==> config.mk <==
export PLATFORM = sky130hd
export DESIGN_NAME = epi_pin_irq
export DESIGN_NICKNAME = d
export VERILOG_FILES = /design/src/include/epi_pkg.sv /design/src/rtl/epi_edge_det.sv /design/src/rtl/epi_pin_irq.sv
export SDC_FILE = /design/constraint.sdc
export NUM_CORES = 1
export LEC_CHECK = 0
export ABC_AREA = 1
export BUFFER_PORTS_ARGS = -buffer_cell sky130_fd_sc_hd__buf_4
export CORE_MARGIN = 4
export CORE_UTILIZATION = 44
export CTS_CLUSTER_DIAMETER = 80
export DETAILED_ROUTE_END_ITERATION = 10
export GPL_ROUTABILITY_DRIVEN = 1
export PLACE_DENSITY = 0.76
export SYNTH_ARGS = -nofsm -noshare
export SYNTH_HDL_FRONTEND = slang
export SYNTH_HIERARCHICAL = 1
export SYNTH_SLANG_ARGS = --single-unit
==> constraint.sdc <==
create_clock -name pclk -period 1.1 [get_ports pclk]
set_clock_uncertainty 0.1 [all_clocks]
set_input_delay 0.11 -clock pclk [delete_from_list [all_inputs] [get_ports pclk]]
set_output_delay 0.11 -clock pclk [all_outputs]
set_load 0.1 [all_outputs]
==> src/include/epi_pkg.sv <==
/*
 * Constants, register map and types for the external pin interrupt block.
 * Assumes an APB master with 32-bit data and an 8-bit byte address; the
 * block sits on the device clock and the device reset.
 */
// Contract
// - Each of three pins is edge triggered, with its own detector.
// - Polarity bit 1 detects rising edges, 0 detects falling edges.
// - A detected edge of chosen polarity sets that pin's flag.
// - A pending flag is forwarded only while the pin's enable is set; the irq summary output ignores the enables.
// - An enabled pin interrupt wakes the core; enable must predate sleep entry.
// - After wake-up, branch to the vector only if global enable is set.
// - Pin-1 priority is bit 6, pin-2 priority bit 7, of third control register.
// - Pin 0 has no priority bit and is always high priority.
package epi_pkg;

	localparam int EPI_ADDR_W = 8;
	localparam int EPI_DATA_W = 32;
	localparam int EPI_NPINS = 3;
	localparam int EPI_SYNC_ARM_W = 3;

	// register byte offsets
	localparam logic [EPI_ADDR_W-1:0] EPI_OFF_CTRL2 = 8'h00;
	localparam logic [EPI_ADDR_W-1:0] EPI_OFF_CTRL3 = 8'h04;
	localparam logic [EPI_ADDR_W-1:0] EPI_OFF_FLAG = 8'h08;
	localparam logic [EPI_ADDR_W-1:0] EPI_OFF_MASK = 8'h0C;
	localparam logic [EPI_ADDR_W-1:0] EPI_OFF_PWR = 8'h10;

	// field positions
	localparam int EPI_POL_LSB = 0;
	localparam int EPI_EN_LSB = 0;
	localparam int EPI_FLAG_LSB = 0;
	localparam int EPI_MASK_LSB = 0;
	localparam int EPI_P1PRI_BIT = 6;
	localparam int EPI_P2PRI_BIT = 7;
	localparam int EPI_PWR_SLEEP_BIT = 0;
	localparam int EPI_PWR_GIE_BIT = 1;

	// pin indices
	localparam int EPI_PIN0 = 0;
	localparam int EPI_PIN1 = 1;
	localparam int EPI_PIN2 = 2;

	// reset values
	localparam logic [EPI_NPINS-1:0] EPI_POL_RST = 3'h7;
	localparam logic [EPI_NPINS-1:0] EPI_EN_RST = 3'h0;
	localparam logic [EPI_NPINS-1:0] EPI_FLAG_RST = 3'h0;
	localparam logic [EPI_NPINS-1:0] EPI_MASK_RST = 3'h0;
	localparam logic EPI_PRI_RST = 1'h1;
	localparam logic EPI_GIE_RST = 1'h0;
	localparam logic [EPI_SYNC_ARM_W-1:0] EPI_ARM_RST = 3'h0;
	localparam logic [EPI_DATA_W-1:0] EPI_RDATA_ZERO = 32'h0;

	// power state of the core as seen by this block
	typedef enum logic {
		EPI_PWR_RUN,
		EPI_PWR_SLEEP
	} epi_pwr_state_type;

endpackage

==> src/rtl/epi_edge_det.sv <==
/*
 * One pin's synchroniser and edge detector.
 * Assumes the pin is asynchronous to pclk; produces a one-cycle pulse per
 * transition of the selected polarity.
 */
`timescale 1ns/1ps
module epi_edge_det
	import epi_pkg::*;
(
	input wire logic pclk, // device clock
	input wire logic presetn, // async reset, low
	input wire logic pin, // raw pin level
	input wire logic rise_sel, // 1 rising, 0 falling
	output logic edge_pulse // one-cycle edge event
);
	logic meta_q;
	logic sync_q;
	logic prev_q;
	logic [EPI_SYNC_ARM_W-1:0] arm_q;

	// two-flop synchroniser; meta_q feeds only sync_q
	always_ff @(posedge pclk or negedge presetn) begin
		if (!presetn) begin
			meta_q <= 1'b0;
			sync_q <= 1'b0;
			prev_q <= 1'b0;
		end else begin
			meta_q <= pin;
			sync_q <= meta_q;
			prev_q <= sync_q;
		end
	end

	// hold detection off until meta, sync and prev all hold real pin
	// samples (three edges), so a pin sitting high at reset gives no
	// false rising edge
	always_ff @(posedge pclk or negedge presetn) begin
		if (!presetn) begin
			arm_q <= EPI_ARM_RST;
		end else if (!arm_q[EPI_SYNC_ARM_W-1]) begin
			arm_q <= {arm_q[EPI_SYNC_ARM_W-2:0], 1'b1};
		end
	end

	// compare two synchronised samples, never the metastable one
	always_comb begin
		if (rise_sel) begin
			edge_pulse = arm_q[EPI_SYNC_ARM_W-1] & sync_q & ~prev_q;
		end else begin
			edge_pulse = arm_q[EPI_SYNC_ARM_W-1] & ~sync_q & prev_q;
		end
	end

endmodule // epi_edge_det

==> src/rtl/epi_pin_irq.sv <==
/*
 * External pin interrupt logic: three edge detectors, sticky flags with
 * enables and priority, APB register file, wake and vector signalling.
 * Assumes an APB master on pclk, pins asynchronous, and a core that
 * reads irq_hi/irq_lo as level requests and wake/vector as pulses.
 */
`timescale 1ns/1ps
module epi_pin_irq
	import epi_pkg::*;
(
	input wire logic pclk, // device clock
	input wire logic presetn, // async reset, low
	input wire logic psel, // apb select
	input wire logic penable, // apb access phase
	input wire logic pwrite, // apb direction
	input wire logic [epi_pkg::EPI_ADDR_W-1:0] paddr, // apb byte address
	input wire logic [epi_pkg::EPI_DATA_W-1:0] pwdata, // apb write data
	output logic [epi_pkg::EPI_DATA_W-1:0] prdata, // apb read data
	output logic pready, // apb ready
	output logic pslverr, // apb error, unmapped
	input wire logic ext_irq_pin0, // external pin 0
	input wire logic ext_irq_pin1, // external pin 1
	input wire logic ext_irq_pin2, // external pin 2
	output logic irq, // masked status level
	output logic irq_hi, // high-priority core request
	output logic irq_lo, // low-priority core request
	output logic core_wake, // wake pulse to core
	output logic core_vector, // branch-to-vector pulse
	output logic core_sleeping // core is in power managed mode
);
	import epi_pkg::*;

	// address match on the word, byte lanes ignored
	function automatic logic reg_hit(
		input logic [EPI_ADDR_W-1:0] addr,
		input logic [EPI_ADDR_W-1:0] off
	);
		reg_hit = (addr[EPI_ADDR_W-1:2] == off[EPI_ADDR_W-1:2]);
	endfunction

	// true when the address hits any implemented register
	function automatic logic addr_mapped(input logic [EPI_ADDR_W-1:0] addr);
		addr_mapped = reg_hit(addr, EPI_OFF_CTRL2) | reg_hit(addr, EPI_OFF_CTRL3)
			| reg_hit(addr, EPI_OFF_FLAG) | reg_hit(addr, EPI_OFF_MASK)
			| reg_hit(addr, EPI_OFF_PWR);
	endfunction

	// control state
	logic [EPI_NPINS-1:0] edge_polarity_select_q;
	logic [EPI_NPINS-1:0] pin_irq_enable_q;
	logic pin1_priority_bit_q;
	logic pin2_priority_bit_q;
	logic global_irq_enable_q;
	logic [EPI_NPINS-1:0] mask_q;

	// status state
	logic [EPI_NPINS-1:0] pin_irq_flag_q;
	logic [EPI_NPINS-1:0] pin_irq_flag_d;
	logic [EPI_NPINS-1:0] wake_en_q;
	epi_pwr_state_type pwr_q;

	// bus state
	logic pready_q;
	logic pslverr_q;
	logic [EPI_DATA_W-1:0] prdata_q;
	logic [EPI_DATA_W-1:0] rdata_d;

	// output flops
	logic irq_q;
	logic irq_hi_q;
	logic irq_lo_q;
	logic core_wake_q;
	logic core_vector_q;

	// derived terms
	logic [EPI_NPINS-1:0] pin_raw;
	logic [EPI_NPINS-1:0] edge_evt;
	logic [EPI_NPINS-1:0] pending;
	logic [EPI_NPINS-1:0] hi_sel;
	logic acc;
	logic wr;
	logic setup;
	logic wake_evt;

	assign pin_raw = {ext_irq_pin2, ext_irq_pin1, ext_irq_pin0};

	// one detector per pin, each with its own polarity
	for (genvar g = 0; g < EPI_NPINS; g++) begin : g_pin
		epi_edge_det u_det (
			.pclk(pclk),
			.presetn(presetn),
			.pin(pin_raw[g]),
			.rise_sel(edge_polarity_select_q[g]),
			.edge_pulse(edge_evt[g])
		);
	end

	// apb phases; a transfer lands on the edge where pready is seen high
	assign setup = psel & ~penable;
	assign acc = psel & penable & pready_q;
	assign wr = acc & pwrite;

	// answer one cycle after setup: no wait states beyond the first access cycle
	always_ff @(posedge pclk or negedge presetn) begin
		if (!presetn) begin
			pready_q <= 1'b0;
		end else begin
			pready_q <= psel & ~pready_q & (setup | penable);
		end
	end

	// error flag for addresses outside the map, valid with pready
	always_ff @(posedge pclk or negedge presetn) begin
		if (!presetn) begin
			pslverr_q <= 1'b0;
		end else if (setup) begin
			pslverr_q <= ~addr_mapped(paddr);
		end else if (acc) begin
			pslverr_q <= 1'b0;
		end
	end

	// read mux; unimplemented bits and unmapped addresses read zero
	always_comb begin
		rdata_d = EPI_RDATA_ZERO;
		if (reg_hit(paddr, EPI_OFF_CTRL2)) begin
			rdata_d[EPI_POL_LSB +: EPI_NPINS] = edge_polarity_select_q;
		end
		if (reg_hit(paddr, EPI_OFF_CTRL3)) begin
			rdata_d[EPI_EN_LSB +: EPI_NPINS] = pin_irq_enable_q;
			rdata_d[EPI_P1PRI_BIT] = pin1_priority_bit_q;
			rdata_d[EPI_P2PRI_BIT] = pin2_priority_bit_q;
		end
		if (reg_hit(paddr, EPI_OFF_FLAG)) begin
			rdata_d[EPI_FLAG_LSB +: EPI_NPINS] = pin_irq_flag_q;
		end
		if (reg_hit(paddr, EPI_OFF_MASK)) begin
			rdata_d[EPI_MASK_LSB +: EPI_NPINS] = mask_q;
		end
		if (reg_hit(paddr, EPI_OFF_PWR)) begin
			rdata_d[EPI_PWR_SLEEP_BIT] = (pwr_q == EPI_PWR_SLEEP);
			rdata_d[EPI_PWR_GIE_BIT] = global_irq_enable_q;
		end
	end

	// read data captured in setup, so it is stable through the access phase
	always_ff @(posedge pclk or negedge presetn) begin
		if (!presetn) begin
			prdata_q <= EPI_RDATA_ZERO;
		end else if (setup && !pwrite) begin
			prdata_q <= rdata_d;
		end else if (acc) begin
			prdata_q <= EPI_RDATA_ZERO;
		end
	end

	// polarity selects
	always_ff @(posedge pclk or negedge presetn) begin
		if (!presetn) begin
			edge_polarity_select_q <= EPI_POL_RST;
		end else if (wr && reg_hit(paddr, EPI_OFF_CTRL2)) begin
			edge_polarity_select_q <= pwdata[EPI_POL_LSB +: EPI_NPINS];
		end
	end

	// enables and the two priority bits share the third control register
	always_ff @(posedge pclk or negedge presetn) begin
		if (!presetn) begin
			pin_irq_enable_q <= EPI_EN_RST;
			pin1_priority_bit_q <= EPI_PRI_RST;
			pin2_priority_bit_q <= EPI_PRI_RST;
		end else if (wr && reg_hit(paddr, EPI_OFF_CTRL3)) begin
			pin_irq_enable_q <= pwdata[EPI_EN_LSB +: EPI_NPINS];
			pin1_priority_bit_q <= pwdata[EPI_P1PRI_BIT];
			pin2_priority_bit_q <= pwdata[EPI_P2PRI_BIT];
		end
	end

	// interrupt mask for the summary output
	always_ff @(posedge pclk or negedge presetn) begin
		if (!presetn) begin
			mask_q <= EPI_MASK_RST;
		end else if (wr && reg_hit(paddr, EPI_OFF_MASK)) begin
			mask_q <= pwdata[EPI_MASK_LSB +: EPI_NPINS];
		end
	end

	// global enable lives in the power register
	always_ff @(posedge pclk or negedge presetn) begin
		if (!presetn) begin
			global_irq_enable_q <= EPI_GIE_RST;
		end else if (wr && reg_hit(paddr, EPI_OFF_PWR)) begin
			global_irq_enable_q <= pwdata[EPI_PWR_GIE_BIT];
		end
	end

	// flags: write one to clear, but an edge in the same cycle wins
	always_comb begin
		pin_irq_flag_d = pin_irq_flag_q;
		if (wr && reg_hit(paddr, EPI_OFF_FLAG)) begin
			pin_irq_flag_d = pin_irq_flag_q & ~pwdata[EPI_FLAG_LSB +: EPI_NPINS];
		end
		pin_irq_flag_d = pin_irq_flag_d | edge_evt;
	end

	// flags hold until software clears them, whatever the enable does
	always_ff @(posedge pclk or negedge presetn) begin
		if (!presetn) begin
			pin_irq_flag_q <= EPI_FLAG_RST;
		end else begin
			pin_irq_flag_q <= pin_irq_flag_d;
		end
	end

	// a flag only counts as a request while its pin is enabled
	assign pending = pin_irq_flag_q & pin_irq_enable_q;

	// priority routing: pin 0 has no bit and is tied high
	always_comb begin
		hi_sel = '0;
		hi_sel[EPI_PIN0] = 1'b1;
		hi_sel[EPI_PIN1] = pin1_priority_bit_q;
		hi_sel[EPI_PIN2] = pin2_priority_bit_q;
	end

	// core requests need the global enable as well
	always_ff @(posedge pclk or negedge presetn) begin
		if (!presetn) begin
			irq_hi_q <= 1'b0;
			irq_lo_q <= 1'b0;
		end else begin
			irq_hi_q <= global_irq_enable_q & |(pending & hi_sel);
			irq_lo_q <= global_irq_enable_q & |(pending & ~hi_sel);
		end
	end

	// summary line: any unmasked flag, independent of the enables
	always_ff @(posedge pclk or negedge presetn) begin
		if (!presetn) begin
			irq_q <= 1'b0;
		end else begin
			irq_q <= |(pin_irq_flag_q & mask_q);
		end
	end

	// wake only on pins whose enable was captured at sleep entry;
	// enabling a pin while asleep is too late to wake the core
	assign wake_evt = (pwr_q == EPI_PWR_SLEEP) & |(pin_irq_flag_q & wake_en_q);

	// power state; software enters sleep by writing the sleep bit to one
	always_ff @(posedge pclk or negedge presetn) begin
		if (!presetn) begin
			pwr_q <= EPI_PWR_RUN;
			wake_en_q <= EPI_EN_RST;
		end else begin
			case (pwr_q)
				EPI_PWR_RUN: begin
					if (wr && reg_hit(paddr, EPI_OFF_PWR) && pwdata[EPI_PWR_SLEEP_BIT]) begin
						pwr_q <= EPI_PWR_SLEEP;
						wake_en_q <= pin_irq_enable_q;
					end
				end
				EPI_PWR_SLEEP: begin
					if (wake_evt) begin
						pwr_q <= EPI_PWR_RUN;
						wake_en_q <= EPI_EN_RST;
					end
				end
				default: begin
					pwr_q <= EPI_PWR_RUN;
					wake_en_q <= EPI_EN_RST;
				end
			endcase
		end
	end

	// wake pulse, and a vector pulse alongside it only with global enable
	always_ff @(posedge pclk or negedge presetn) begin
		if (!presetn) begin
			core_wake_q <= 1'b0;
			core_vector_q <= 1'b0;
		end else begin
			core_wake_q <= wake_evt;
			core_vector_q <= wake_evt & global_irq_enable_q;
		end
	end

	// all outputs straight from flops
	assign prdata = prdata_q;
	assign pready = pready_q;
	assign pslverr = pslverr_q;
	assign irq = irq_q;
	assign irq_hi = irq_hi_q;
	assign irq_lo = irq_lo_q;
	assign core_wake = core_wake_q;
	assign core_vector = core_vector_q;
	assign core_sleeping = (pwr_q == EPI_PWR_SLEEP);

endmodule // epi_pin_irq

* Yosys cells after proc, flatten, opt, wreduce, memory -nomap -nowiden
Index checks and enable logic that the tools add are counted.
** Operators by class
- Multiplexer cells :: 23
- Bitwise operators :: 46
- Equal/unequal tests :: 6
- Reductions and logical operators :: 16
** Operators by type and width (count)
- 2-to-1 mux 32 bit :: 2
- 2-to-1 mux 3 bit :: 10
- bitwise AND 1 bit :: 22
- bitwise AND 3 bit :: 6
- equality test 6 x 2 -> 1 bit (second input constant) :: 2
- OR reduction 3 bit :: 4
- inverter 1 bit :: 10
- logical AND 1 bit :: 7
- 2-to-1 mux 1 bit :: 7
- equality test 6 x 1 -> 1 bit (second input constant) :: 1
- equality test 6 x 3 -> 1 bit (second input constant) :: 1
- logical NOT 6 bit :: 1
- inverter 3 bit :: 2
- one-hot mux 3 bit (2 select lines) :: 1
- bitwise OR 1 bit :: 5
- 2-to-1 mux 2 bit :: 2
- nonzero test 2 bit :: 2
- bitwise OR 3 bit :: 1
- inequality test 2 x 1 -> 1 bit (second input constant) :: 1
- inequality test 2 bit (second input constant) :: 1
- one-hot mux 1 bit (2 select lines) :: 1
- AND reduction 2 bit :: 1
- logical NOT 1 bit :: 1
** Storage, ports and cells
- Word-level logic and storage cells :: 123
- Flip-flop bits (word level) :: 76
- Output and inout bits :: 40

* Longest topological paths before layout
- Word-level depth :: 7
- Depth in mapped cells :: 9

* By module
The synthesis kept the hierarchy.
** Modules (own cells, without submodules)
- epi_pin_irq :: times used 1, area each 1681.6 sq um, cells each 204, seq. area each 782.0 sq um
- epi_edge_det :: times used 3, area each 200.2 sq um, cells each 17, seq. area each 150.1 sq um

* Worst setup path before layout
OpenSTA, ideal clock, no wires.
- Path type :: reg-to-reg
- From :: reg pready_q (netlist: pready)
- To :: reg pin_irq_flag_q[1]
- Library setup time :: 123 ps
- Clock period less this slack :: 1963 ps
- Data required time :: 877 ps
- Setup slack :: -863 ps
- Stages on the path, launching flop included :: 6
- Arrival :: 1740 ps
- Path through :: dfrtp_1 > nand3_1 > nor2_4 > nand3_1 > o21ai_0 > nand2_1
** On the way
- Word-level cells in the longest chain between the ends :: 5
** RTL lines
- start, declared :: RTL line epi_pin_irq.sv:63 : logic pready_q;
- start signal, assigned :: RTL line epi_pin_irq.sv:108 : pready_q <= psel & ~pready_q & (setup | penable);
- bitwise AND 1 bit :: RTL line epi_pin_irq.sv:100 : assign acc = psel & penable & pready_q;
- bitwise AND 1 bit :: RTL line epi_pin_irq.sv:101 : assign wr = acc & pwrite;
- logical AND 1 bit :: RTL line epi_pin_irq.sv:200 : if (wr && reg_hit(paddr, EPI_OFF_FLAG)) begin
- 2-to-1 mux 3 bit :: RTL line epi_pin_irq.sv:200
- bitwise OR 3 bit :: RTL line epi_pin_irq.sv:203 : pin_irq_flag_d = pin_irq_flag_d | edge_evt;
- named net pin_irq_flag_d[1] :: RTL line epi_pin_irq.sv:58 : logic [EPI_NPINS-1:0] pin_irq_flag_d;
- end signal, assigned :: RTL line epi_pin_irq.sv:211 : pin_irq_flag_q <= pin_irq_flag_d;
- end, declared :: RTL line epi_pin_irq.sv:57 : logic [EPI_NPINS-1:0] pin_irq_flag_q;
The timed path passes the listed nets, and every way through them passes these cells.
A chain may end at the register's enable or synchronous reset.

* Worst setup path in the final report
- From :: reg pready_q (netlist: pready)
- To :: out pready
** RTL lines
- end, declared :: RTL line epi_pin_irq.sv:19 : output logic pready,
No word-level cell between the ends.

==> results.ini <==
[cells_and_area]
finalNonFillerCells = 395
n_antenna_cell = 0
drive_gt1_share_pct = 38.7
final_util_pct = 66.9
area_growth_pct = 43.1
design_area_um2 = 3270
fin_nets = 375

[synth]
synth_edf_count = 0
synthAdderAreaFrac_pct = 0
seq_area_frac_synth_pct = 54.0
synth_common_cells = nand2_1, dfrtp_1, inv_1, buf_4
synth-xor-area-share_pct = 0
syn_area_um2 = 2280
synthArstFlopShare_pct = 100
ys.flop_type = dfrtp_1
synth-simple-area-share_pct = 23.1
synth.distinct_cells = 24
synth_compound_area_share_pct = 7.57
synth_top_cell_by_area = dfrtp_1
synth_warnings = 6
synth_area_leaders = dfrtp_1, buf_4, nand2_1, inv_1, dfstp_2
ys_ff_latch = 49
post-synth-top-count-cell = nand2_1
synth_top_family_by_area = simple AND/OR/NAND/NOR gates
synthMuxAreaShare_pct = 0
yosys.area.top_type_share_pct = 48.2
synth.avg_cell_area_um2 = 8.95
netlist_instances = 255

[drt]
drc = 0
dr_total_vias = 1883
dr.pass1.iters = 4
ant_nets = 0
vias_per_cell = 4.77
drt-initial-drc-count = 79
wl_per_cell_um = 13.4
wirelength_um = 5300

[worst_hold_path]
whs_path_depth = 3
hp-start = pwdata[2]
min_to = mask_q[2]$_DFFE_PN0P_
hp-class = in2reg

[pwr]
vdd_drop_max_mv = 1.01
p_leak_nw = 1.57
powerDensity_nw_per_um2 = 1170

[clock_tree]
clock-sinks = 49
clockBufferDepth = 2
root_buffer = clkbuf_8
clkSlewWorstSetupHoldPaths_ns = 0.10
cts_max_level = 2
clock_latency_ns = 0.31
cts_tree = built
cts_made_buffers = 5

[grt]
grtUsageTotal_pct = 16.8
grt_pass1_vias = 1827
antenna_found_initial = 0
grt_pass1_wl_um = 8340
gr-total-overflow = 0
grt_max_degree = 50

[placement]
place_inst = 367
port_buffers = 31
gp_congestion = 0.840
place_area_um2 = 2680
post-dp-hpwl_um = 3450

[setup_path]
crit_fanout = 2
critPathLaunchType = register
worstSetupEndpointType = output port
crit_type = reg2out
r2r_start = pready$_DFF_PN0_
worstPathArrival_ns = 1.11
ff2ff_path_depth = 7
cp_data_required_time_ns = 0.89
reg2reg_setup_slack_ns = -0.20
crit-reg2reg-capture = mask_q[1]$_DFFE_PN0P_

[status]
violations = setup timing
status = finished, violations left

[timing]
hold_viol = 0
rsz0062_at_grt = yes
finalSetupViolations = 36
maxSlewViolCount = 0
fmax_ghz = 0.760
tns_ns = -3.79
holdWs_ns = 0.0478
finalWorstSetupSlack_ns = -0.216
fin_crit_sh_pct = 120
period_needed_ns = 1.32

[die]
rows = 25
start_util_pct = 46.8
die_x_um = 80.0
fp.dieH_um = 80.0
ios = 88
dieArea_um2 = 6400
coreArea_um2 = 4880

[job]
cap_violations = 0

==> layer usage <==
| metal | GRT usage (%) | up-vias | share of wire [%] |
|---|---|---|---|
| met2 | 28.4 | 62 | 53 |
| met3 | 3.95 | 16 | 5.1 |
| li1 | - | 903 | - |
| met1 | 20.3 | 902 | 40 |
| met5 | 0 | - | 0 |
| met4 | 7.43 | 0 | 2.4 |
==> layout by cell type, fill, tap and decap left out, types with 2 or more instances in the layout <==
cell type	instances
a21oi_2	2
nor2_4	6
dfrtp_1	36
buf_12	9
o21ai_2	8
nand3_1	9
o21ai_1	10
buf_8	5
o21ai_0	6
o31ai_2	2
nand2_4	3
nand2_2	10
nand2_8	2
nand3_4	5
or2_1	3
buf_6	5
dfstp_2	5
nand3_2	4
dfrtp_2	6
dfrtp_4	2
o21bai_1	2
dlygate4sd3_1	9
nor2_2	3
buf_4	37
clkbuf_8	5
conb_1	27
inv_1	35
nor2_1	14
nand4_1	10
nand2_1	37
inv_2	2
==> power breakdown <==
group | switching, W | total (W) | internal, W
combinational | 0.000694 | 0.000888 | 0.000193
clock | 0.000612 | 0.00106 | 0.000452
sequential | 0.0000306 | 0.00188 | 0.00185
==> flip-flops by register name (all words and copies together), names as in the netlist, 3 cells and up <==
name and flops:
edge_polarity_select_q 3, g_pin.u_det/arm_q 9, g_pin.u_det/meta_q 3, g_pin.u_det/prev_q 3, g_pin.u_det/sync_q 3, mask_q 3
pin_irq_enable_q 3, pin_irq_flag_q 3, prdata 5, wake_en_q 3
==> metrics by stage <==
| step | worst slack, ns | power, W |
|---|---|---|
| after global routing | -0.266 | 0.00400 |
| after global placement | -0.144 | 0.00268 |
| after floorplan | -0.345 | 0.00257 |
| final | -0.216 | 0.00383 |
| after detailed placement | -0.201 | 0.00269 |
| after CTS | -0.217 | 0.00382 |
==> final cells by class <==
cell class | count | area (um^2)
clock buffers | 5 | 68.8
clock inverters | 3 | 21.3
fillers | 357 | 1610
inverters | 38 | 145
multi-input cells | 168 | 1020
flip-flops and latches | 49 | 1250
well taps | 67 | 83.8
repair buffers | 65 | 679
==> worst max-delay path, cell delays in order, from the launching register on <==
cell	delay [ns]
dfrtp_4	0.51
buf_6	0.13
buf_12	0.15
==> worst max path at each step <==
stage | startpoint | endpoint | depth (start not counted)
floorplan | pready$_DFF_PN0_ | mask_q[0]$_DFFE_PN0P_ | 5
global placement | pready$_DFF_PN0_ | mask_q[2]$_DFFE_PN0P_ | 5
detailed placement | pready$_DFF_PN0_ | edge_polarity_select_q[1]$_DFFE_PN1P_ | 4
CTS | pready$_DFF_PN0_ | pready | 2
global route | pready$_DFF_PN0_ | mask_q[1]$_DFFE_PN0P_ | 7
finish | pready$_DFF_PN0_ | pready | 2
==> logic make-up after synthesis <==
| logic type | count (synthesis) |
|---|---|
| AO/OA/AOI/OAI | 32 |
| flip-flops | 49 |
| buffers and inverters | 65 |
| other | 1 |
| AND/OR/NAND/NOR | 108 |
==> what timing repair did <==
action	CTS	global route
hold buffers	9	0
endpoints found under the hold margin	57	0
resized for setup	53	29
cloned	1	0
pin swaps	14	6
buffers inserted	7	4
setup endpoints to repair	35	40
No activity file was read; power rests on OpenSTA's default activity.
